==> src/hw/adcseq_pkg.sv <==
// Package of register offsets, field positions, reset values and timing for the sequencer.
package adcseq_pkg;
  // Byte offsets on the APB bus, one aligned word per register.
  localparam logic [7:0] OFF_IRQ_GLOBAL = 8'h00;
  localparam logic [7:0] OFF_FLAGS_ONE = 8'h04;
  localparam logic [7:0] OFF_ENABLES_ONE = 8'h08;
  localparam logic [7:0] OFF_PRIORITY_ONE = 8'h0C;
  localparam logic [7:0] OFF_FLAGS_TWO = 8'h10;
  localparam logic [7:0] OFF_ENABLES_TWO = 8'h14;
  localparam logic [7:0] OFF_PRIORITY_TWO = 8'h18;
  localparam logic [7:0] OFF_RESULT_HIGH = 8'h1C;
  localparam logic [7:0] OFF_RESULT_LOW = 8'h20;
  localparam logic [7:0] OFF_CHANNEL_CTRL = 8'h24;
  localparam logic [7:0] OFF_REF_PIN_CFG = 8'h28;
  localparam logic [7:0] OFF_TIMING_FMT = 8'h2C;
  localparam logic [7:0] OFF_DIR_A = 8'h30;
  localparam logic [7:0] OFF_DIR_F = 8'h34;
  localparam logic [7:0] OFF_DIR_H = 8'h38;
  localparam logic [7:0] OFF_COMPARE2_CTRL = 8'h3C;
  // Writable masks; the zero bits are unimplemented and read as zero.
  localparam logic [7:0] MASK_FLAGS_ONE = 8'h7F;
  localparam logic [7:0] MASK_FLAGS_TWO = 8'hCF;
  localparam logic [7:0] MASK_CHANNEL_CTRL = 8'h3F;
  localparam logic [7:0] MASK_REF_PIN_CFG = 8'h3F;
  localparam logic [7:0] MASK_TIMING_FMT = 8'hBF;
  localparam logic [7:0] MASK_COMPARE2 = 8'h0F;
  // Field positions.
  localparam int BIT_CONVERTER_ON = 0;
  localparam int BIT_START_DONE = 1;
  localparam int BIT_IRQ_FLAG = 6;
  localparam int BIT_GLOBAL_IRQ_ENABLE = 7;
  localparam int BIT_RESULT_JUSTIFY = 7;
  localparam logic [3:0] COMPARE2_SPECIAL_EVENT = 4'hB;
  localparam logic [7:0] RESET_BYTE = 8'h00;
  // Instruction cycle length in system clocks for the rc clock start delay.
  localparam logic [3:0] INSTR_CYCLE_CLKS = 4'h4;
  // Conversion length in conversion clock periods for a 12-bit result.
  localparam logic [4:0] CONVERT_PERIODS = 5'h0E;
  localparam logic [3:0] RC_CLOCK_SEL_A = 4'h3;
  localparam logic [3:0] RC_CLOCK_SEL_B = 4'h7;
  typedef enum logic [4:0] {
    ST_IDLE = 5'b00001,
    ST_RCWAIT = 5'b00010,
    ST_ACQUIRE = 5'b00100,
    ST_CONVERT = 5'b01000,
    ST_DONE = 5'b10000
  } adcsq_state_e;
endpackage

==> src/hw/adcseq_tick_if.sv <==
// Interface carrying the conversion clock tick between sequencer and divider.
`timescale 1ns/1ps
`default_nettype none
interface adcsq_tick_if;
  logic run;
  logic [2:0] clk_sel;
  logic tick;
  modport ctrl (output run, output clk_sel, input tick);
  modport div (input run, input clk_sel, output tick);
endinterface
`default_nettype wire

==> src/hw/adcsq_tick_div.sv <==
// Conversion clock divider producing one-cycle ticks per conversion clock period.
`timescale 1ns/1ps
`default_nettype none
module adcsq_tick_div #(
  parameter int RC_DIV = 8
) (
  input wire logic pclk,
  input wire logic presetn,
  adcsq_tick_if.div tk
);
  logic [6:0] cnt_q;
  logic [6:0] limit;
  always_comb begin
    case (tk.clk_sel)
      3'h0: limit = 7'h01;
      3'h1: limit = 7'h07;
      3'h2: limit = 7'h1F;
      3'h4: limit = 7'h03;
      3'h5: limit = 7'h0F;
      3'h6: limit = 7'h3F;
      default: limit = 7'(RC_DIV - 1);
    endcase
  end
  always_ff @(posedge pclk or negedge presetn) begin
    if (!presetn) begin
      cnt_q <= 7'h00;
    end else if (!tk.run || cnt_q >= limit) begin
      cnt_q <= 7'h00;
    end else begin
      cnt_q <= cnt_q + 7'h01;
    end
  end
  assign tk.tick = tk.run && (cnt_q >= limit);
endmodule
`default_nettype wire

==> src/hw/adcsq_top.sv <==
// Conversion sequencer top with APB register file, trigger handling and result capture.
//
// Chosen here: the APB slave port and the register addresses.
`timescale 1ns/1ps
`default_nettype none
// Notes on behaviour
// - With rc clock selected, wait one instruction cycle before conversion clock starts.
// - Result registers survive every reset except power-on and brown-out.
// - Nonzero acquisition delay is counted in conversion periods before converting.
// - Setting start/done starts conversion; hardware clears it at completion.
// - Compare special event with mode 1011 and converter on sets start/done.
// - Every special event resets the selected timer counter.
// - Converter off ignores the trigger, but timer reset still happens.
// - Unimplemented control and interrupt register bits read as zero.
module adcsq_top
  import adcseq_pkg::*;
#(
  parameter int RC_DIV = 8
) (
  input wire logic pclk,
  input wire logic presetn,
  input wire logic por_bor_n,
  input wire logic psel,
  input wire logic penable,
  input wire logic pwrite,
  input wire logic [7:0] paddr,
  input wire logic [31:0] pwdata,
  output logic [31:0] prdata,
  output logic pready,
  output logic pslverr,
  input wire logic compare2_event,
  input wire logic timer_three_selected,
  input wire logic [11:0] analog_sample,
  output logic [3:0] channel_select,
  output logic sample_hold,
  output logic timer_one_reset,
  output logic timer_three_reset,
  output logic irq_high,
  output logic irq_low
);
  adcsq_tick_if tk ();
  adcsq_state_e state_q;
  logic [7:0] irq_global_q, flags_one_q, enables_one_q, priority_one_q;
  logic [7:0] flags_two_q, enables_two_q, priority_two_q;
  logic [7:0] chan_ctrl_q, ref_pin_q, timing_q, dir_a_q, dir_f_q, dir_h_q, cmp2_q;
  logic [7:0] result_high_q, result_low_q;
  logic [4:0] per_cnt_q;
  logic [3:0] rc_cnt_q;
  logic wr, rd_ok, conv_done, trig_start, sw_start;
  logic [4:0] acq_periods;

  assign wr = psel && penable && pwrite;
  assign pready = 1'b1;
  assign pslverr = psel && penable && !rd_ok;
  assign sw_start = wr && paddr == OFF_CHANNEL_CTRL && pwdata[BIT_START_DONE];
  // Mode gates both the start and the timer reset; the converter enable gates only the start.
  assign trig_start = compare2_event && cmp2_q[3:0] == COMPARE2_SPECIAL_EVENT
                      && chan_ctrl_q[BIT_CONVERTER_ON];
  assign conv_done = state_q == ST_DONE;
  // Timer reset follows every special event regardless of the converter.
  assign timer_one_reset = compare2_event && cmp2_q[3:0] == COMPARE2_SPECIAL_EVENT
                           && !timer_three_selected;
  assign timer_three_reset = compare2_event && cmp2_q[3:0] == COMPARE2_SPECIAL_EVENT
                             && timer_three_selected;

  always_comb begin
    case (timing_q[5:3])
      3'h1: acq_periods = 5'h02;
      3'h2: acq_periods = 5'h04;
      3'h3: acq_periods = 5'h06;
      3'h4: acq_periods = 5'h08;
      3'h5: acq_periods = 5'h0C;
      3'h6: acq_periods = 5'h10;
      3'h7: acq_periods = 5'h14;
      default: acq_periods = 5'h00;
    endcase
  end

  assign tk.run = state_q == ST_ACQUIRE || state_q == ST_CONVERT;
  assign tk.clk_sel = timing_q[2:0];
  adcsq_tick_div #(.RC_DIV(RC_DIV)) u_div (
    .pclk(pclk),
    .presetn(presetn),
    .tk(tk)
  );

  always_ff @(posedge pclk or negedge presetn) begin
    if (!presetn) begin
      state_q <= ST_IDLE;
      per_cnt_q <= 5'h00;
      rc_cnt_q <= 4'h0;
    end else begin
      case (state_q)
        ST_IDLE: begin
          if (chan_ctrl_q[BIT_START_DONE]) begin
            rc_cnt_q <= 4'h0;
            per_cnt_q <= 5'h00;
            // Rc clock gets one instruction cycle of grace first.
            if ({1'b0, timing_q[2:0]} == RC_CLOCK_SEL_A
                || {1'b0, timing_q[2:0]} == RC_CLOCK_SEL_B) begin
              state_q <= ST_RCWAIT;
            end else begin
              state_q <= ST_ACQUIRE;
            end
          end
        end
        ST_RCWAIT: begin
          rc_cnt_q <= rc_cnt_q + 4'h1;
          if (rc_cnt_q == INSTR_CYCLE_CLKS - 4'h1) begin
            state_q <= ST_ACQUIRE;
          end
        end
        ST_ACQUIRE: begin
          // Acquisition counted in conversion periods; zero skips it.
          if (acq_periods == 5'h00) begin
            state_q <= ST_CONVERT;
          end else if (tk.tick) begin
            if (per_cnt_q == acq_periods - 5'h01) begin
              per_cnt_q <= 5'h00;
              state_q <= ST_CONVERT;
            end else begin
              per_cnt_q <= per_cnt_q + 5'h01;
            end
          end
        end
        ST_CONVERT: begin
          if (tk.tick) begin
            if (per_cnt_q == CONVERT_PERIODS - 5'h01) begin
              state_q <= ST_DONE;
            end else begin
              per_cnt_q <= per_cnt_q + 5'h01;
            end
          end
        end
        ST_DONE: state_q <= ST_IDLE;
        default: state_q <= ST_IDLE;
      endcase
      // Turning the converter off aborts a conversion in flight.
      if (!chan_ctrl_q[BIT_CONVERTER_ON] && state_q != ST_IDLE) begin
        state_q <= ST_IDLE;
      end
    end
  end
  assign sample_hold = state_q == ST_CONVERT;
  assign channel_select = chan_ctrl_q[5:2];

  // Control register 0; hardware start beats software, but a software start beats the completion clear.
  always_ff @(posedge pclk or negedge presetn) begin
    if (!presetn) begin
      chan_ctrl_q <= RESET_BYTE;
    end else begin
      if (wr && paddr == OFF_CHANNEL_CTRL) begin
        chan_ctrl_q <= pwdata[7:0] & MASK_CHANNEL_CTRL;
      end
      if (trig_start) begin
        chan_ctrl_q[BIT_START_DONE] <= 1'b1;
      end else if (conv_done && !sw_start) begin
        chan_ctrl_q[BIT_START_DONE] <= 1'b0;
      end else if (!chan_ctrl_q[BIT_CONVERTER_ON] && !(wr && paddr == OFF_CHANNEL_CTRL)) begin
        chan_ctrl_q[BIT_START_DONE] <= 1'b0;
      end
    end
  end

  // Results only clear on power-on or brown-out; other resets keep them.
  always_ff @(posedge pclk or negedge por_bor_n) begin
    if (!por_bor_n) begin
      result_high_q <= RESET_BYTE;
      result_low_q <= RESET_BYTE;
    end else if (conv_done) begin
      if (timing_q[BIT_RESULT_JUSTIFY]) begin
        result_high_q <= {4'h0, analog_sample[11:8]};
        result_low_q <= analog_sample[7:0];
      end else begin
        result_high_q <= analog_sample[11:4];
        result_low_q <= {analog_sample[3:0], 4'h0};
      end
    end else if (wr && paddr == OFF_RESULT_HIGH) begin
      result_high_q <= pwdata[7:0];
    end else if (wr && paddr == OFF_RESULT_LOW) begin
      result_low_q <= pwdata[7:0];
    end
  end

  // Flag set by completion beats a software clear in the same cycle.
  always_ff @(posedge pclk or negedge presetn) begin
    if (!presetn) begin
      flags_one_q <= RESET_BYTE;
    end else begin
      if (wr && paddr == OFF_FLAGS_ONE) begin
        flags_one_q <= pwdata[7:0] & MASK_FLAGS_ONE;
      end
      if (conv_done) begin
        flags_one_q[BIT_IRQ_FLAG] <= 1'b1;
      end
    end
  end

  always_ff @(posedge pclk or negedge presetn) begin
    if (!presetn) begin
      irq_global_q <= RESET_BYTE;
      enables_one_q <= RESET_BYTE;
      priority_one_q <= RESET_BYTE;
      flags_two_q <= RESET_BYTE;
      enables_two_q <= RESET_BYTE;
      priority_two_q <= RESET_BYTE;
      ref_pin_q <= RESET_BYTE;
      timing_q <= RESET_BYTE;
      dir_a_q <= RESET_BYTE;
      dir_f_q <= RESET_BYTE;
      dir_h_q <= RESET_BYTE;
      cmp2_q <= RESET_BYTE;
    end else if (wr) begin
      case (paddr)
        OFF_IRQ_GLOBAL: irq_global_q <= pwdata[7:0];
        OFF_ENABLES_ONE: enables_one_q <= pwdata[7:0] & MASK_FLAGS_ONE;
        OFF_PRIORITY_ONE: priority_one_q <= pwdata[7:0] & MASK_FLAGS_ONE;
        OFF_FLAGS_TWO: flags_two_q <= pwdata[7:0] & MASK_FLAGS_TWO;
        OFF_ENABLES_TWO: enables_two_q <= pwdata[7:0] & MASK_FLAGS_TWO;
        OFF_PRIORITY_TWO: priority_two_q <= pwdata[7:0] & MASK_FLAGS_TWO;
        OFF_REF_PIN_CFG: ref_pin_q <= pwdata[7:0] & MASK_REF_PIN_CFG;
        OFF_TIMING_FMT: timing_q <= pwdata[7:0] & MASK_TIMING_FMT;
        OFF_DIR_A: dir_a_q <= pwdata[7:0];
        OFF_DIR_F: dir_f_q <= pwdata[7:0];
        OFF_DIR_H: dir_h_q <= pwdata[7:0];
        OFF_COMPARE2_CTRL: cmp2_q <= pwdata[7:0] & MASK_COMPARE2;
        default: cmp2_q <= cmp2_q;
      endcase
    end
  end

  // Request routed by the priority bit, gated by flag, enable and global enable.
  always_ff @(posedge pclk or negedge presetn) begin
    if (!presetn) begin
      irq_high <= 1'b0;
      irq_low <= 1'b0;
    end else begin
      irq_high <= irq_global_q[BIT_GLOBAL_IRQ_ENABLE] && flags_one_q[BIT_IRQ_FLAG]
                  && enables_one_q[BIT_IRQ_FLAG] && priority_one_q[BIT_IRQ_FLAG];
      irq_low <= irq_global_q[BIT_GLOBAL_IRQ_ENABLE] && flags_one_q[BIT_IRQ_FLAG]
                 && enables_one_q[BIT_IRQ_FLAG] && !priority_one_q[BIT_IRQ_FLAG];
    end
  end

  always_comb begin
    rd_ok = 1'b1;
    prdata = 32'h00000000;
    case (paddr)
      OFF_IRQ_GLOBAL: prdata[7:0] = irq_global_q;
      OFF_FLAGS_ONE: prdata[7:0] = flags_one_q;
      OFF_ENABLES_ONE: prdata[7:0] = enables_one_q;
      OFF_PRIORITY_ONE: prdata[7:0] = priority_one_q;
      OFF_FLAGS_TWO: prdata[7:0] = flags_two_q;
      OFF_ENABLES_TWO: prdata[7:0] = enables_two_q;
      OFF_PRIORITY_TWO: prdata[7:0] = priority_two_q;
      OFF_RESULT_HIGH: prdata[7:0] = result_high_q;
      OFF_RESULT_LOW: prdata[7:0] = result_low_q;
      OFF_CHANNEL_CTRL: prdata[7:0] = chan_ctrl_q;
      OFF_REF_PIN_CFG: prdata[7:0] = ref_pin_q;
      OFF_TIMING_FMT: prdata[7:0] = timing_q;
      OFF_DIR_A: prdata[7:0] = dir_a_q;
      OFF_DIR_F: prdata[7:0] = dir_f_q;
      OFF_DIR_H: prdata[7:0] = dir_h_q;
      OFF_COMPARE2_CTRL: prdata[7:0] = cmp2_q;
      default: rd_ok = 1'b0;
    endcase
  end
endmodule
`default_nettype wire

==> config.mk <==
export PLATFORM = sky130hd
export DESIGN_NAME = adcsq_top
export DESIGN_NICKNAME = d
export VERILOG_FILES = /design/src/hw/adcseq_pkg.sv /design/src/hw/adcseq_tick_if.sv /design/src/hw/adcsq_tick_div.sv /design/src/hw/adcsq_top.sv
export SDC_FILE = /design/constraint.sdc
export NUM_CORES = 1
export LEC_CHECK = 0
export ABC_AREA = 1
export BUFFER_PORTS_ARGS = -buffer_cell sky130_fd_sc_hd__buf_2
export CORE_MARGIN = 5
export CORE_UTILIZATION = 30
export CTS_BUF_LIST = sky130_fd_sc_hd__clkbuf_2 sky130_fd_sc_hd__clkbuf_4 sky130_fd_sc_hd__clkbuf_8
export DETAILED_ROUTE_END_ITERATION = 12
export PLACE_DENSITY_LB_ADDON = 0.25
export SLEW_MARGIN = 15
export SYNTH_ARGS = -nofsm -noshare
export SYNTH_HDL_FRONTEND = slang
export SYNTH_HIERARCHICAL = 1
export SYNTH_SLANG_ARGS = --single-unit
==> constraint.sdc <==
create_clock -name pclk -period 5.3 [get_ports pclk]
set_input_delay 0.53 -clock pclk [delete_from_list [all_inputs] [get_ports pclk]]
set_output_delay 0.53 -clock pclk [all_outputs]
set_load 0.01 [all_outputs]
; Word level (Yosys, flattened, before mapping)
; Cells that the tools add are included.
[classes]
n_lt_le_gt_ge = 1
addsub = 4
reduce_logical = 56
n_eq_ne = 50
mux = 37
[ops]
columns = operator, count
row1 = case mux 8 bit (16 select lines), 1
row2 = 2-to-1 mux 5 bit, 14
row3 = equality test 8 x 6 -> 1 bit (second input constant), 8
row4 = 2-to-1 mux 8 bit, 7
row5 = case mux 5 bit (7 select lines), 1
row6 = equality test 8 x 5 -> 1 bit (second input constant), 4
row7 = case mux 6 bit (5 select lines), 1
row8 = AND reduction 2 bit, 14
row9 = equality test 3 bit (second input constant), 8
row10 = logical AND 1 bit, 20
row11 = case mux 5 bit (4 select lines), 1
row12 = equality test 8 x 4 -> 1 bit (second input constant), 2
row13 = OR reduction 16 bit, 1
row14 = case mux 5 bit (3 select lines), 1
row15 = 2-to-1 mux 7 bit, 2
row16 = equality test 3 x 2 -> 1 bit (second input constant), 4
row17 = AND reduction 6 bit, 2
row18 = equality test 5 x 4 -> 1 bit (second input constant), 2
row19 = inequality test 2 bit (second input constant), 5
row20 = equality test 8 x 3 -> 1 bit (second input constant), 1
row21 = zero test 8 bit, 1
row22 = case mux 4 bit (2 select lines), 1
row23 = nonzero test 2 bit, 4
row24 = adder 7 x 1 -> 7 bit (second input constant), 1
row25 = 28 further kinds, 42
[word_totals]
input_bits = 60
word_cells = 172
ff_bits = 133

; Depth between registers and ports, before layout
; Gate-level depths: netlist (run 1).
[depth]
ltp_word = 9
mapped_depth = 16
ltp_nobuf = 16

; By module
; The synthesis (run 1) kept the hierarchy.
[modules_own_cells]
columns = module, area_per_inst_um2, seq_area_each_um2, instances, cells_per_inst
row1 = adcsq_top, 6930.4, 3154.3, 1, 845
row2 = adcsq_tick_div, 484.2, 175.2, 1, 61

; Least setup slack after synthesis (run 1)
; Ideal clock, no wire load.
[synth_timing]
path_type = reg2reg
from = reg timing_q[0]
to = reg state_q[2]
setup_time_ps = 116
n_path_buf = 0
path_stages_with_launch = 16
t_arrival_ps = 2009
slack_ps = 3175
path_cell_list = dfrtp_1 -> inv_1 -> nand2_1 -> o21a_1 -> ha_1 -> nand2_1 -> nor2_1 -> nand2_1 -> a21boi_0 -> nand4_1 -> nand3_1 -> nand2_1 -> nor2_1 -> nand2_1 -> nand2_1 -> nand2_1
[synth_via]
elab_chain_cells = 6
elab_cells_between_ends = 18
[synth_lines]
columns = element, line
row1 = from (decl), adcsq_top.sv:45  ; logic [7:0] chan_ctrl_q, ref_pin_q, timing_q, dir_a_q, dir_f_q, dir_h_q, cmp2_q;
row2 = from (signal assigned), adcsq_top.sv:222  ; OFF_TIMING_FMT: timing_q <= pwdata[7:0] & MASK_TIMING_FMT;
row3 = "equality test 3 bit, or another cell as far along", adcsq_tick_div.sv:14  ; case (tk.clk_sel)
row4 = case mux 6 bit (5 select lines) (*), adcsq_tick_div.sv:14
row5 = greater-or-equal comparator 7 x 6 -> 1 bit (*), adcsq_tick_div.sv:33  ; assign tk.tick = tk.run && (cnt_q >= limit);
row6 = logical AND 1 bit (*), adcsq_tick_div.sv:33
row7 = named net tk.tick, adcseq_tick_if.sv:7  ; logic tick;
row8 = inequality test 4 x 2 -> 1 bit (no source line) / inequality test 3 x 1 -> 1 bit (equally long branches), n/a
row9 = AND reduction 6 bit (no source line) (*), n/a
row10 = to (signal assigned), adcsq_top.sv:89  ; state_q <= ST_IDLE;
row11 = to (signal assigned), adcsq_top.sv:101  ; state_q <= ST_RCWAIT;
row12 = to (signal assigned), adcsq_top.sv:103  ; state_q <= ST_ACQUIRE;
row13 = to (decl), adcsq_top.sv:42  ; adcsq_state_e state_q;
; The timed path passes the listed nets; every way through them passes the cells marked *. The select of a mux whose other input is x is not followed.
; A chain may end at the register's enable or synchronous reset.

; Final worst setup path (run 1)
[layout_timing]
from = in paddr[1]
to = out prdata[7]
[layout_via]
elab_chain_cells = 2
elab_cells_between_ends = 17
[layout_lines]
columns = element, line
row1 = from (decl), adcsq_top.sv:26  ; input wire logic [7:0] paddr,
row2 = "equality test 8 x 6 -> 1 bit, or another cell as far along", adcsq_top.sv:248  ; case (paddr)
row3 = case mux 8 bit (16 select lines) (*), adcsq_top.sv:248
row4 = to (decl), adcsq_top.sv:28  ; output logic [31:0] prdata,
; Mark *: on every way between the ends. The rest lies on a longest branch, timed or not.

==> summary.md, run 1 <==
* **Arr. time, crit path** 2.04 ns
* **kind of path behind the tightest hold check** in2async
* **DRC violation count after routing** 0
* **power after layout** 2.20 mW
* **number of max-slew violations in the final report** 0
* **count of vias placed by the detailed router** 5,948
* **vertical die dimension** 167 um
* **aggregate negative setup slack** 0 ns
* **Num Clock Sinks** 133
* **total cell area at the placement stage** 7800 sq um
* **number of max-cap violations** 0
* **setup clock skew after layout** 0.0158 ns
* **category of the worst setup path launch point** primary input
* **final critical path time including I/O delays and setup** 2.57 ns
* **die width** 167 um
* **total I/O pin count** 103
* **Period Utilization, post-route** 48.6%
* **post-layout net count** 1,023
* **Layout area overhead** 10.7%
* **Leak Pwr** 4.06 nW
* **Post-synth ARST share** 100%
* **drt pass-1 iters** 7
* **Cell Chain, Critical Path** buf_2, nor2_4, nand3_4, nor2_4, nand2_1, o21ai_0, nor2_1, nand3b_1, buf_2
* **via count normalized by instance count** 4.61
* **standard cell with the maximum stage delay on the critical path** sky130_fd_sc_hd__nor2_4
* **#FFs+latches synth** 133
* **wire length of the first global-routing pass** 32,400 um
* **post-CTS setup buffers** 0
* **run status** complete, no violations
* **crit end category** primary output
* **root buffer cell** sky130_fd_sc_hd__clkbuf_8
* **row count** 57
* **maximum single-stage delay on the critical path** 0.33 ns
* **PD cells** 268 nW/um^2
* **Total Wirelength** 20,400 um
* **number of global-route vias before repair** 5,724
* **post-route cell area** 8210 sq um
* **post-synthesis cell type count** 44
* **reg-to-reg slack, setup** 2.75 ns
* **Final HPWL DP** 14,800 um
* **Max IR drop VDD** 117 uV
* **kind of critical path** in2out
* **fraction of final layout cells with drive strength greater than 1** 17.4%
* **syn_area_per_cell** 8.18 sq um
* **Wirelength per Cell** 15.8 um
* **YS warnings** 6
* **area of the mapped netlist** 7410 sq um
* **delay-heaviest family, CP** simple AND/OR/NAND/NOR gates
* **count of H-tree levels built during CTS** 4
* **Setup Viol. Count Final** 0
* **max_slew headroom** 50.0%
* **maximum number of pins on one net before global-route repair** 80
* **register area share after synthesis** 44.9%
* **largest buffer count on any clock path** 2
* **routability cong.** 0.816
* **count of instances resized after the clock tree is built** 0
* **CTS clock-pin slew for the worst setup and hold paths** 0.10 ns
* **required time of the critical path** 4.77 ns
* **maximum clock rate** 388 MHz
* **number of filler instances in the final layout** 2,641
* **Std-Cell Core Area** 24,300 sq um
* **total global-route track usage** 14.7%
* **die area** 28,000 sq um
* **number of cells produced by synthesis** 906
* **Top FF cell, synth** sky130_fd_sc_hd__dfrtp_1
* **RSZ-0062 raised after global routing** no
* **clock tree from TritonCTS** built
* **maximum fanout count along the critical path** 9
* **GR Overflow Total** 0
* **number of placed cells counting well taps** 1,256
* **count of buffers from port buffering** 53
* **ANT nets after route** 0
* **antenna diode count** 0
* **effective utilization at floorplan** 30.5%
* **Fin. Hold Viols** 0
* **combined buffer and inverter count along the critical path** 2
* **source-to-sink clock delay at the later pin of the worst-skew pair** 0.47 ns
* **total clock buffers created by CTS** 17
* **number of enable-type register cells in the synthesized netlist** 0
* **initial antenna violation count** 0
* **final cell count without fillers** 1,289
* **DRC marker count from the first detailed-route iteration** 508
* **slew at the pin closest to its max-slew limit** 0.751 ns
[timing repair]
item,4_1_cts,5_1_grt
hold endpoints to repair,16,0
endpoints found under the setup margin,0,0
hold buffers,1,0
[flip-flops by register name, indices dropped and copies added (netlist names), 4 cells and up]
name and count:
dir_a_q 8, flags_one_q 7, result_low_q 8, enables_one_q 7, result_high_q 8, chan_ctrl_q 6
priority_one_q 7, cmp2_q 4, timing_q 7, ref_pin_q 6, irq_global_q 8, flags_two_q 6
rc_cnt_q 4, enables_two_q 6, u_div/cnt_q 7, per_cnt_q 5, state_q 5, priority_two_q 6
dir_f_q 8, dir_h_q 8
[through the flow]
stage	util (%)	hold WS (ns)	setup slack, ns
floorplan	-	0.234	3.17
global placement	32.1	0.465	2.72
detailed placement	32.1	0.469	2.73
CTS	33.7	0.287	2.72
global route	33.7	0.161	2.50
finish	33.7	0.118	2.73
[Yosys cell counts (2+ instances only)]
master	instances	area, sq um
sky130_fd_sc_hd__nand2_1	318	1190
sky130_fd_sc_hd__dfrtp_1	132	3300
sky130_fd_sc_hd__o21ai_1	74	370
sky130_fd_sc_hd__inv_1	61	229
sky130_fd_sc_hd__nor2_1	50	188
sky130_fd_sc_hd__nand3_1	38	190
sky130_fd_sc_hd__buf_4	30	225
sky130_fd_sc_hd__nand4_1	22	138
sky130_fd_sc_hd__o21ai_2	21	184
sky130_fd_sc_hd__o21ai_0	15	75.1
sky130_fd_sc_hd__o211ai_1	14	105
sky130_fd_sc_hd__ha_1	11	138
sky130_fd_sc_hd__nand2_2	11	68.8
sky130_fd_sc_hd__nor2_4	11	124
sky130_fd_sc_hd__buf_6	9	101
sky130_fd_sc_hd__inv_2	9	33.8
sky130_fd_sc_hd__nand2_4	9	101
sky130_fd_sc_hd__buf_2	8	40.0
sky130_fd_sc_hd__nand3_4	7	123
sky130_fd_sc_hd__nor3_1	7	35.0
sky130_fd_sc_hd__nor2_8	6	120
sky130_fd_sc_hd__xor2_1	6	52.6
sky130_fd_sc_hd__a21oi_1	5	25.0
sky130_fd_sc_hd__a22oi_1	4	30.0
sky130_fd_sc_hd__clkbuf_1	4	15.0
sky130_fd_sc_hd__conb_1	2	7.51
sky130_fd_sc_hd__inv_4	2	12.5
sky130_fd_sc_hd__nand3b_1	2	15.0
sky130_fd_sc_hd__o2bb2ai_1	2	17.5
sky130_fd_sc_hd__xnor2_1	2	17.5
[kinds of logic (layout without fill, tap and decap cells)]
group                      Yosys count  after routing  synth area share [%]
AOI/OAI and AO/OA                  141            141                  11.5
adders and majority gates           11             11                  1.86
DFF                                133            133                  44.9
buffers and inverters              123            159                  8.86
other                                2             25                 0.101
and+or+nand+nor                    488            488                  31.8
xor gates and xnor gates             8              8                 0.945
[report_power, final]
| group | switching [mW] | internal, mW |
|---|---|---|
| combinational | 0.185 | 0.0684 |
| sequential | 0.0240 | 1.04 |
| clock | 0.484 | 0.392 |
[cells in the final DEF (no fill, tap or decap), types with 9 or more instances in the layout]
cell type	count
sky130_fd_sc_hd__nand2_1	318
sky130_fd_sc_hd__dfrtp_1	132
sky130_fd_sc_hd__o21ai_1	74
sky130_fd_sc_hd__inv_1	61
sky130_fd_sc_hd__buf_2	52
sky130_fd_sc_hd__nor2_1	50
sky130_fd_sc_hd__nand3_1	38
sky130_fd_sc_hd__conb_1	25
sky130_fd_sc_hd__nand4_1	22
sky130_fd_sc_hd__o21ai_2	21
sky130_fd_sc_hd__clkbuf_8	17
sky130_fd_sc_hd__o21ai_0	15
sky130_fd_sc_hd__o211ai_1	14
sky130_fd_sc_hd__nand2_2	11
sky130_fd_sc_hd__nor2_4	11
sky130_fd_sc_hd__ha_1	11
sky130_fd_sc_hd__inv_2	9
sky130_fd_sc_hd__nand2_4	9
[path summary, 6_finish.rpt]
kind,start,cells after the start,end
worst max-delay path,paddr[1],9,prdata[7]
worst min-delay path,presetn,1,enables_two_q[7]
worst max register to register,timing_q[0],15,state_q[2]
worst min register to register,enables_one_q[1],2,enables_one_q[1]
max in group asynchronous,presetn,2,timing_q[7]
min in group pclk,analog_sample[11],3,result_high_q[7]
[per-layer routing]
metal,share of wire [%],GRT usage [%]
met5,0,0
met3,4.2,3.11
met2,45,22.8
met1,50,21.4
met4,0.76,2.86
[cell type report]
| cell class | count | area [sq um] | share of cell area (%) |
|---|---|---|---|
| Clock buffer | 17 | 234 | 2.85 |
| Clock inverter | 15 | 158 | 1.92 |
| Inverter | 72 | 275 | 3.35 |
| Multi-Input combinational cell | 673 | 3510 | 42.8 |
| Sequential cell | 133 | 3330 | 40.6 |
| Tap cell | 324 | 405 | 4.94 |
| Timing Repair Buffer | 55 | 289 | 3.52 |
Power figures use the tool's default switching activity.
==> inputs of run 2 (changes only) <==
Settings changed: ABC_AREA 1 to 0.
Clock period 5.3 ns to 2.47 ns, I/O delays scaled along.
==> run 2 against run 1 <==
  * Sequential power grew 110%
  * Register-to-register slack lost 2.7 ns
  * Count of clock-buffer cells in the layout grew 2
  * Core utilization grew 3.1 points
  * Final area grew 6.0%
  * Critical path type is now reg2reg
  * Largest power group unchanged
==> summary.md, run 2 <==
* **run status** complete, no violations
* **cell types with the highest counts after synthesis** sky130_fd_sc_hd__dfrtp_1 (132), sky130_fd_sc_hd__mux2_2 (95), sky130_fd_sc_hd__nor2_1 (47)
* **DRC marker count from the first detailed-route iteration** 374, -26%
* **initial antenna violation count** 0, unchanged
* **register area share after synthesis** 46.1%, +1.2 points
* **kind of critical path** reg2reg
* **final critical path time including I/O delays and setup** 2.44 ns
* **top-count cell post-synth** sky130_fd_sc_hd__dfrtp_1
* **worst reg2reg path endpoint** per_cnt_q[0]
* **count of cells along the worst hold path** 3
* **maximum fanout count along the critical path** 7, -2
* **CTS clock-pin slew for the worst setup and hold paths** 0.08 ns, -0.02 ns
* **die width** 165 um, -1.2%
* **number of global-route vias before repair** 5,486, -4.2%
* **vertical die dimension** 165 um, -1.2%
* **fraction of final layout cells with drive strength greater than 1** 36.4%, +19 points
* **max_slew headroom** 60.1%, +10 points
* **number of enable-type register cells in the synthesized netlist** 0, unchanged
* **drt pass-1 iters** 5, -2
* **GR Overflow Total** 0, unchanged
* **DRC violation count after routing** 0, unchanged
* **Sw Pwr** 1.17 mW, +69%
* **startpoint of the most critical register-to-register path** timing_q[0]
* **required time of the critical path** 2.82 ns, -1.95 ns
* **Layout area overhead** 20.4%
* **Final HPWL DP** 15,400 um, +3.9%
* **syn_area_per_cell** 10.9 sq um, +33%
* **kind of path behind the tightest hold check** in2reg
* **clock tree from TritonCTS** built
* **net switching share of the total power** 26.3%, -5.2 points
* **source-to-sink clock delay at the later pin of the worst-skew pair** 0.45 ns, -0.02 ns
* **post-layout net count** 842, -18%
* **count of vias placed by the detailed router** 5,510, -7.4%
* **hold slack final** 0.0682 ns, -0.0495 ns
* **power share of the sequential group** 50.1%, +1.6 points
* **category of the worst setup path launch point** flop
* **Total Wirelength** 20,900 um, +2.6%
* **combined buffer and inverter count along the critical path** 1, -1
* **XOR/XNOR Fraction of Synth Area** 0.970%, +0.025 points
* **#FFs+latches synth** 133, unchanged
* **ANT nets after route** 0, unchanged
* **delay-heaviest family, CP** compound AO/OA/AOI/OAI gates
* **commonest non-fill, non-tap cell in the layout** sky130_fd_sc_hd__dfrtp_1
* **commonest cells after routing, fill and taps aside** sky130_fd_sc_hd__dfrtp_1 (130), sky130_fd_sc_hd__mux2_2 (95), sky130_fd_sc_hd__buf_4 (65), sky130_fd_sc_hd__buf_2 (52), sky130_fd_sc_hd__nor2_1 (45)
* **utilization after layout** 36.8%, +3.1 points
* **slew at the pin closest to its max-slew limit** 0.599 ns, -0.152 ns
* **Num Clock Sinks** 133, unchanged
* **number of max-slew violations in the final report** 0, unchanged
* **RSZ-0062 raised after global routing** yes
* **post-synthesis cell type count** 69, +57%
* **root buffer cell** sky130_fd_sc_hd__clkbuf_8
* **antenna diode count** 0, unchanged
* **Period Utilization, post-route** 99.0%
* **hold endpoint** result_low_q[2]
* **Setup Viol. Count Final** 0, unchanged
* **maximum clock rate** 409 MHz
* **die area** 27,300 sq um, -2.4%
* **row count** 56, -1.8%
* **largest buffer count on any clock path** 2, unchanged
* **PD cells** 512 nW/um^2, +91%
* **Worst R2R Path Depth** 11, -4
* **total global-route track usage** 15.7%, +0.97 points
* **count of buffers from port buffering** 53, unchanged
* **internal power summed over all cells** 3.28 mW, +120%
* **number of cells produced by synthesis** 665, -27%
* **Post-synth ARST share** 100%, unchanged
* **number of max-cap violations** 0, unchanged
* **Fin. Hold Viols** 0, unchanged
* **routability cong.** 0.839, +2.9%
* **Yosys top cell by area** sky130_fd_sc_hd__dfrtp_1
* **wire length of the first global-routing pass** 32,400 um, +0.21%
* **total I/O pin count** 103, unchanged
* **cell types with the largest area share after synthesis** sky130_fd_sc_hd__dfrtp_1 (46%), sky130_fd_sc_hd__mux2_2 (15%), sky130_fd_sc_hd__mux2i_1 (5.0%)
* **YS warnings** 6, unchanged
* **Wirelength per Cell** 19.0 um, +20%
* **reg-to-reg slack, setup** 0.03 ns, -2.72 ns
* **setup clock skew after layout** 0.0106 ns, -0.00522 ns
* **effective utilization at floorplan** 30.6%, +0.10 points
* **aggregate negative setup slack** 0 ns, unchanged
* **multiplexer share of the synthesized area** 21.0%, +21 points
* **Arr. time, crit path** 2.79 ns, +0.75 ns
* **Leak Pwr** 4.00 nW, -1.3%
* **crit end category** flop
* **Std-Cell Core Area** 23,600 sq um, -2.9%
* **Top FF cell, synth** sky130_fd_sc_hd__dfrtp_1
* **via count normalized by instance count** 5.00, +8.3%
* **Cell Chain, Critical Path** nand2b_4, o21a_1, ha_4, a21o_1, a211o_1, o21a_1, o31a_1, nand4_4, buf_6, nor3_2, a21o_1
* **Max IR drop VDD** 286 uV, +140%
* **Clk network pwr share** 42.7%, +2.8 points
* **synthesized-area fraction occupied by adder cells** 1.91%, +0.049 points
* **area of the mapped netlist** 7220 sq um, -2.6%
* **compound-gate portion of the synthesized area** 11.8%, +0.27 points
* **Logic pwr share** 7.2%, -4.4 points
* **maximum single-stage delay on the critical path** 0.43 ns, +0.10 ns
* **hold path start** analog_sample[2]
* **maximum number of pins on one net before global-route repair** 45, -44%
* **Post-Synth Simple-Gate Area** 13.0%, -19 points
* **total clock buffers created by CTS** 17, unchanged
* **count of H-tree levels built during CTS** 4, unchanged
* **main combinational cell family by area after synthesis** multiplexers
* **share of the synthesized area in the top cell type** 45.7%, +1.2 points
* **standard cell with the maximum stage delay on the critical path** sky130_fd_sc_hd__dfrtp_1
[run 2: changes by cell type in the layout (fill, tap and decap cells not counted), sizes merged, moves of 34 or more]
| cell | delta |
|---|---|
| o21ai | -88 |
| a21oi | +34 |
| inv | -70 |
| mux2 | +95 |
| nand2 | -296 |
| mux2i | +36 |
| buf | +67 |
[run 2: routing by layer]
metal / global-route usage (%) / part of all wire, % / vias up
met5: 0 / 0 / -
met4: 4.95 / 1.7 / 0
met3: 2.66 / 4.6 / 26
met2: 23.9 / 45 / 138
met1: 22.7 / 49 / 2760
li1: - / - / 2586
[run 2: kinds of logic after synthesis]
| family | Yosys count |
|---|---|
| AOI/OAI and AO/OA | 123 |
| xor gates and xnor gates | 8 |
| adders and majority gates | 11 |
| buffers and inverters | 67 |
| DFF | 133 |
| muxes | 135 |
| other | 2 |
| and+or+nand+nor | 186 |
[run 2: area by class of cell]
type                       instances  area, sq um
clock buffer                      19          262
fill                            2372        14900
sequential                       133         3330
multi-input combinational        488         3710
inverter                           8         30.0
tap                              319          399
clock inverter                    13          144
timing repair buffer             123          822
[run 2: worst register-to-register path: cells and delay by family, from the launching register on]
family          cells  cell delay, ns
compound gates      6            1.28
fa+ha+maj           1            0.16
buf+inv             1            0.13
flops               1            0.43
simple gates        3            0.34
[run 2: power groups by stage]
stage	sequential [mW]	combinational, mW	clock, mW
floorplan	2.26	0.182	0
global placement	2.27	0.314	0
detailed placement	2.27	0.315	0
CTS	2.23	0.319	1.95
global route	2.23	0.353	2.04
finish	2.23	0.320	1.90
[run 2: how the worst max path moves through the flow]
stage / cells past startpoint / slack (ns) / from / end
6_report: 11 / 0.03 / timing_q[0] / per_cnt_q[0]
5_1_grt: 11 / -0.07 / timing_q[0] / per_cnt_q[0]
4_1_cts: 10 / 0.002 / timing_q[0] / per_cnt_q[3]
3_5_place_dp: 10 / 0.003 / timing_q[0] / per_cnt_q[3]
3_3_place_gp: 10 / 0.006 / timing_q[0] / per_cnt_q[3]
2_1_floorplan: 10 / 0.02 / timing_q[0] / per_cnt_q[3]
[run 2: per-stage QoR]
step | area (sq um) | std cells | power [mW] | setup slack [ns]
6_report | 8700 | 1103 | 4.45 | 0.0252
5_1_grt | 8700 | 1103 | 4.63 | -0.0714
4_1_cts | 8520 | 1094 | 4.50 | 0.00181
3_5_place_dp | 8090 | 1060 | 2.59 | 0.00292
3_3_place_gp | 8090 | 1060 | 2.59 | 0.00638
2_1_floorplan | 7310 | 688 | 2.44 | 0.0220
[run 2: what timing repair did]
item / CTS / global route
hold buffers: 2 / 0
pin swaps: 0 / 12
setup endpoints to repair: 3 / 7
setup buffers: 0 / 9
resized for setup: 1 / 21
endpoints found under the hold margin: 55 / 0
==> inputs of run 3 (changes only) <==
Settings changed: CORE_ASPECT_RATIO set to 0.75.
==> run 3 against run 2 <==
  * Cell count decreased by 2.1%
  * Combinational power increased by 2%
  * Final area decreased by 1.4%
  * Register-to-register slack improved by 0.05 ns
  * Largest cell class unchanged
  * Flip-flop and latch count unchanged
  * Total power decreased by 0.61%
  * Die area increased by 0.12%
  * First-iteration DRC count decreased by 6.4%
  * Critical endpoint is now per_cnt_q[3]
  * Global-route usage decreased by 0.21 points
  * Count of clock-buffer cells in the layout decreased by 1
==> summary.md, run 3 (synthesis gave the netlist of run 2 again) <==
* **run status** complete, no violations
* **number of max-cap violations** 0, unchanged
* **via count normalized by instance count** 5.06, +1.3%
* **Arr. time, crit path** 2.73 ns, -0.06 ns
* **count of cells along the worst hold path** 3, unchanged
* **crit end category** flop
* **total global-route track usage** 15.5%, -0.21 points
* **total clock buffers created by CTS** 17, unchanged
* **Final HPWL DP** 15,600 um, +1.6%
* **PD cells** 516 nW/um^2, +0.75%
* **Leak Pwr** 3.94 nW, -1.6%
* **post-layout net count** 832, -1.2%
* **hold path start** analog_sample[3]
* **Wirelength per Cell** 19.5 um, +2.8%
* **startpoint of the most critical register-to-register path** timing_q[0]
* **commonest cells after routing, fill and taps aside** sky130_fd_sc_hd__dfrtp_1 (130), sky130_fd_sc_hd__mux2_2 (95), sky130_fd_sc_hd__buf_4 (57), sky130_fd_sc_hd__buf_2 (52), sky130_fd_sc_hd__nor2_1 (46)
* **DRC marker count from the first detailed-route iteration** 350, -6.4%
* **routability cong.** 0.889, +5.9%
* **root buffer cell** sky130_fd_sc_hd__clkbuf_8
* **clock tree from TritonCTS** built
* **antenna diode count** 0, unchanged
* **RSZ-0062 raised after global routing** yes
* **utilization after layout** 36.0%, -0.86 points
* **hold slack final** 0.0847 ns, +0.0165 ns
* **number of global-route vias before repair** 5,379, -2.0%
* **commonest non-fill, non-tap cell in the layout** sky130_fd_sc_hd__dfrtp_1
* **vertical die dimension** 144 um, -13%
* **power after layout** 4.42 mW, -0.61%
* **count of buffers from port buffering** 53, unchanged
* **maximum clock rate** 418 MHz, +2.3%
* **kind of critical path** reg2reg
* **Layout area overhead** 18.8%
* **die width** 189 um, +15%
* **source-to-sink clock delay at the later pin of the worst-skew pair** 0.45 ns, about the same
* **GR Overflow Total** 0, unchanged
* **category of the worst setup path launch point** flop
* **Max IR drop VDD** 318 uV, +11%
* **post-route cell area** 8580 sq um, -1.4%
* **total I/O pin count** 103, unchanged
* **Num Clock Sinks** 133, unchanged
* **die area** 27,300 sq um, +0.12%
* **Worst R2R Path Depth** 10, -1
* **reg-to-reg slack, setup** 0.08 ns, +0.05 ns
* **Fin. Hold Viols** 0, unchanged
* **effective utilization at floorplan** 30.3%, -0.30 points
* **largest buffer count on any clock path** 2, unchanged
* **Period Utilization, post-route** 96.8%, -2.2 points
* **total cell area at the placement stage** 8040 sq um, -0.57%
* **CTS clock-pin slew for the worst setup and hold paths** 0.08 ns, about the same
* **drt pass-1 iters** 7, +2
* **initial antenna violation count** 0, unchanged
* **hold endpoint** result_low_q[3]
* **count of vias placed by the detailed router** 5,466, -0.80%
* **maximum fanout count along the critical path** 7, unchanged
* **number of max-slew violations in the final report** 0, unchanged
* **kind of path behind the tightest hold check** in2reg
* **Total Wirelength** 21,100 um, +0.62%
* **number of filler instances in the final layout** 2,393, +0.89%
* **Setup Viol. Count Final** 0, unchanged
* **maximum number of pins on one net before global-route repair** 53, +18%
* **required time of the critical path** 2.81 ns, about the same
* **wire length of the first global-routing pass** 32,300 um, -0.27%
* **count of H-tree levels built during CTS** 4, unchanged
* **final critical path time including I/O delays and setup** 2.39 ns, -0.0542 ns
* **setup clock skew after layout** 0.00990 ns, -0.000677 ns
* **fraction of final layout cells with drive strength greater than 1** 35.1%, -1.2 points
* **worst reg2reg path endpoint** per_cnt_q[3]
* **row count** 49, -13%
* **ANT nets after route** 0, unchanged
* **Std-Cell Core Area** 23,800 sq um, +1.0%
* **DRC violation count after routing** 0, unchanged
[run 3: area by class of cell]
cell class,count,area [sq um],area share (%)
inverter,8,30.0,0.350
timing repair buffer,113,739,8.62
clock inverter,14,153,1.78
tap,306,383,4.46
multi-input combinational,488,3690,43.1
sequential,133,3330,38.8
clock buffer,18,248,2.89
[run 3: power by group]
part | internal, mW | leakage (nW) | switching, mW
registers | 2.21 | 1.81 | 0.0236
clock network | 0.932 | 0.192 | 0.935
logic | 0.112 | 1.94 | 0.216
total | 3.25 | 3.94 | 1.17
[run 3: metrics by stage]
stage                     worst slack (ns)  std cells  setup TNS [ns]
final                               0.0793       1080               0
after global routing               -0.0300       1080         -0.0937
after CTS                          0.00298       1079               0
after detailed placement           -0.0481       1043         -0.0661
after global placement              0.0408       1043               0
after floorplan                     0.0220        688               0
[run 3: layer usage]
| metal | wire, um | vias up | track usage, % |
|---|---|---|---|
| met5 | 0 | - | 0 |
| met1 | 11000 | 2749 | 24.0 |
| li1 | - | 2563 | - |
| met4 | 198 | 0 | 3.30 |
| met3 | 1270 | 13 | 4.10 |
| met2 | 8610 | 141 | 21.5 |
[run 3: repair_timing]
item | in CTS | in global routing
setup buffers | 2 | 1
gates resized for setup | 5 | 12
pin swaps | 3 | 8
hold buffers | 2 | 0
setup endpoints to repair | 5 | 7
hold endpoints to repair | 37 | 0
[run 3: worst max path at each step]
| stage | startpoint | to | slack (ns) | cells past startpoint |
|---|---|---|---|---|
| after floorplan | timing_q[0] | per_cnt_q[3] | 0.02 | 10 |
| after global placement | timing_q[0] | per_cnt_q[3] | 0.04 | 10 |
| after detailed placement | timing_q[0] | per_cnt_q[3] | -0.05 | 10 |
| after CTS | timing_q[0] | per_cnt_q[3] | 0.003 | 11 |
| after global routing | timing_q[0] | per_cnt_q[3] | -0.03 | 11 |
| final | timing_q[0] | per_cnt_q[3] | 0.08 | 10 |
[run 3: critical path, stage by stage (launching register included)]
cell,delay (ns)
sky130_fd_sc_hd__dfrtp_2,0.47
sky130_fd_sc_hd__buf_6,0.14
sky130_fd_sc_hd__nand3b_1,0.18
sky130_fd_sc_hd__ha_4,0.24
sky130_fd_sc_hd__a211o_1,0.30
sky130_fd_sc_hd__o21a_2,0.24
sky130_fd_sc_hd__o31a_1,0.32
sky130_fd_sc_hd__nand4_4,0.12
sky130_fd_sc_hd__nor3_1,0.07
sky130_fd_sc_hd__a21oi_1,0.13
sky130_fd_sc_hd__o21ai_1,0.07
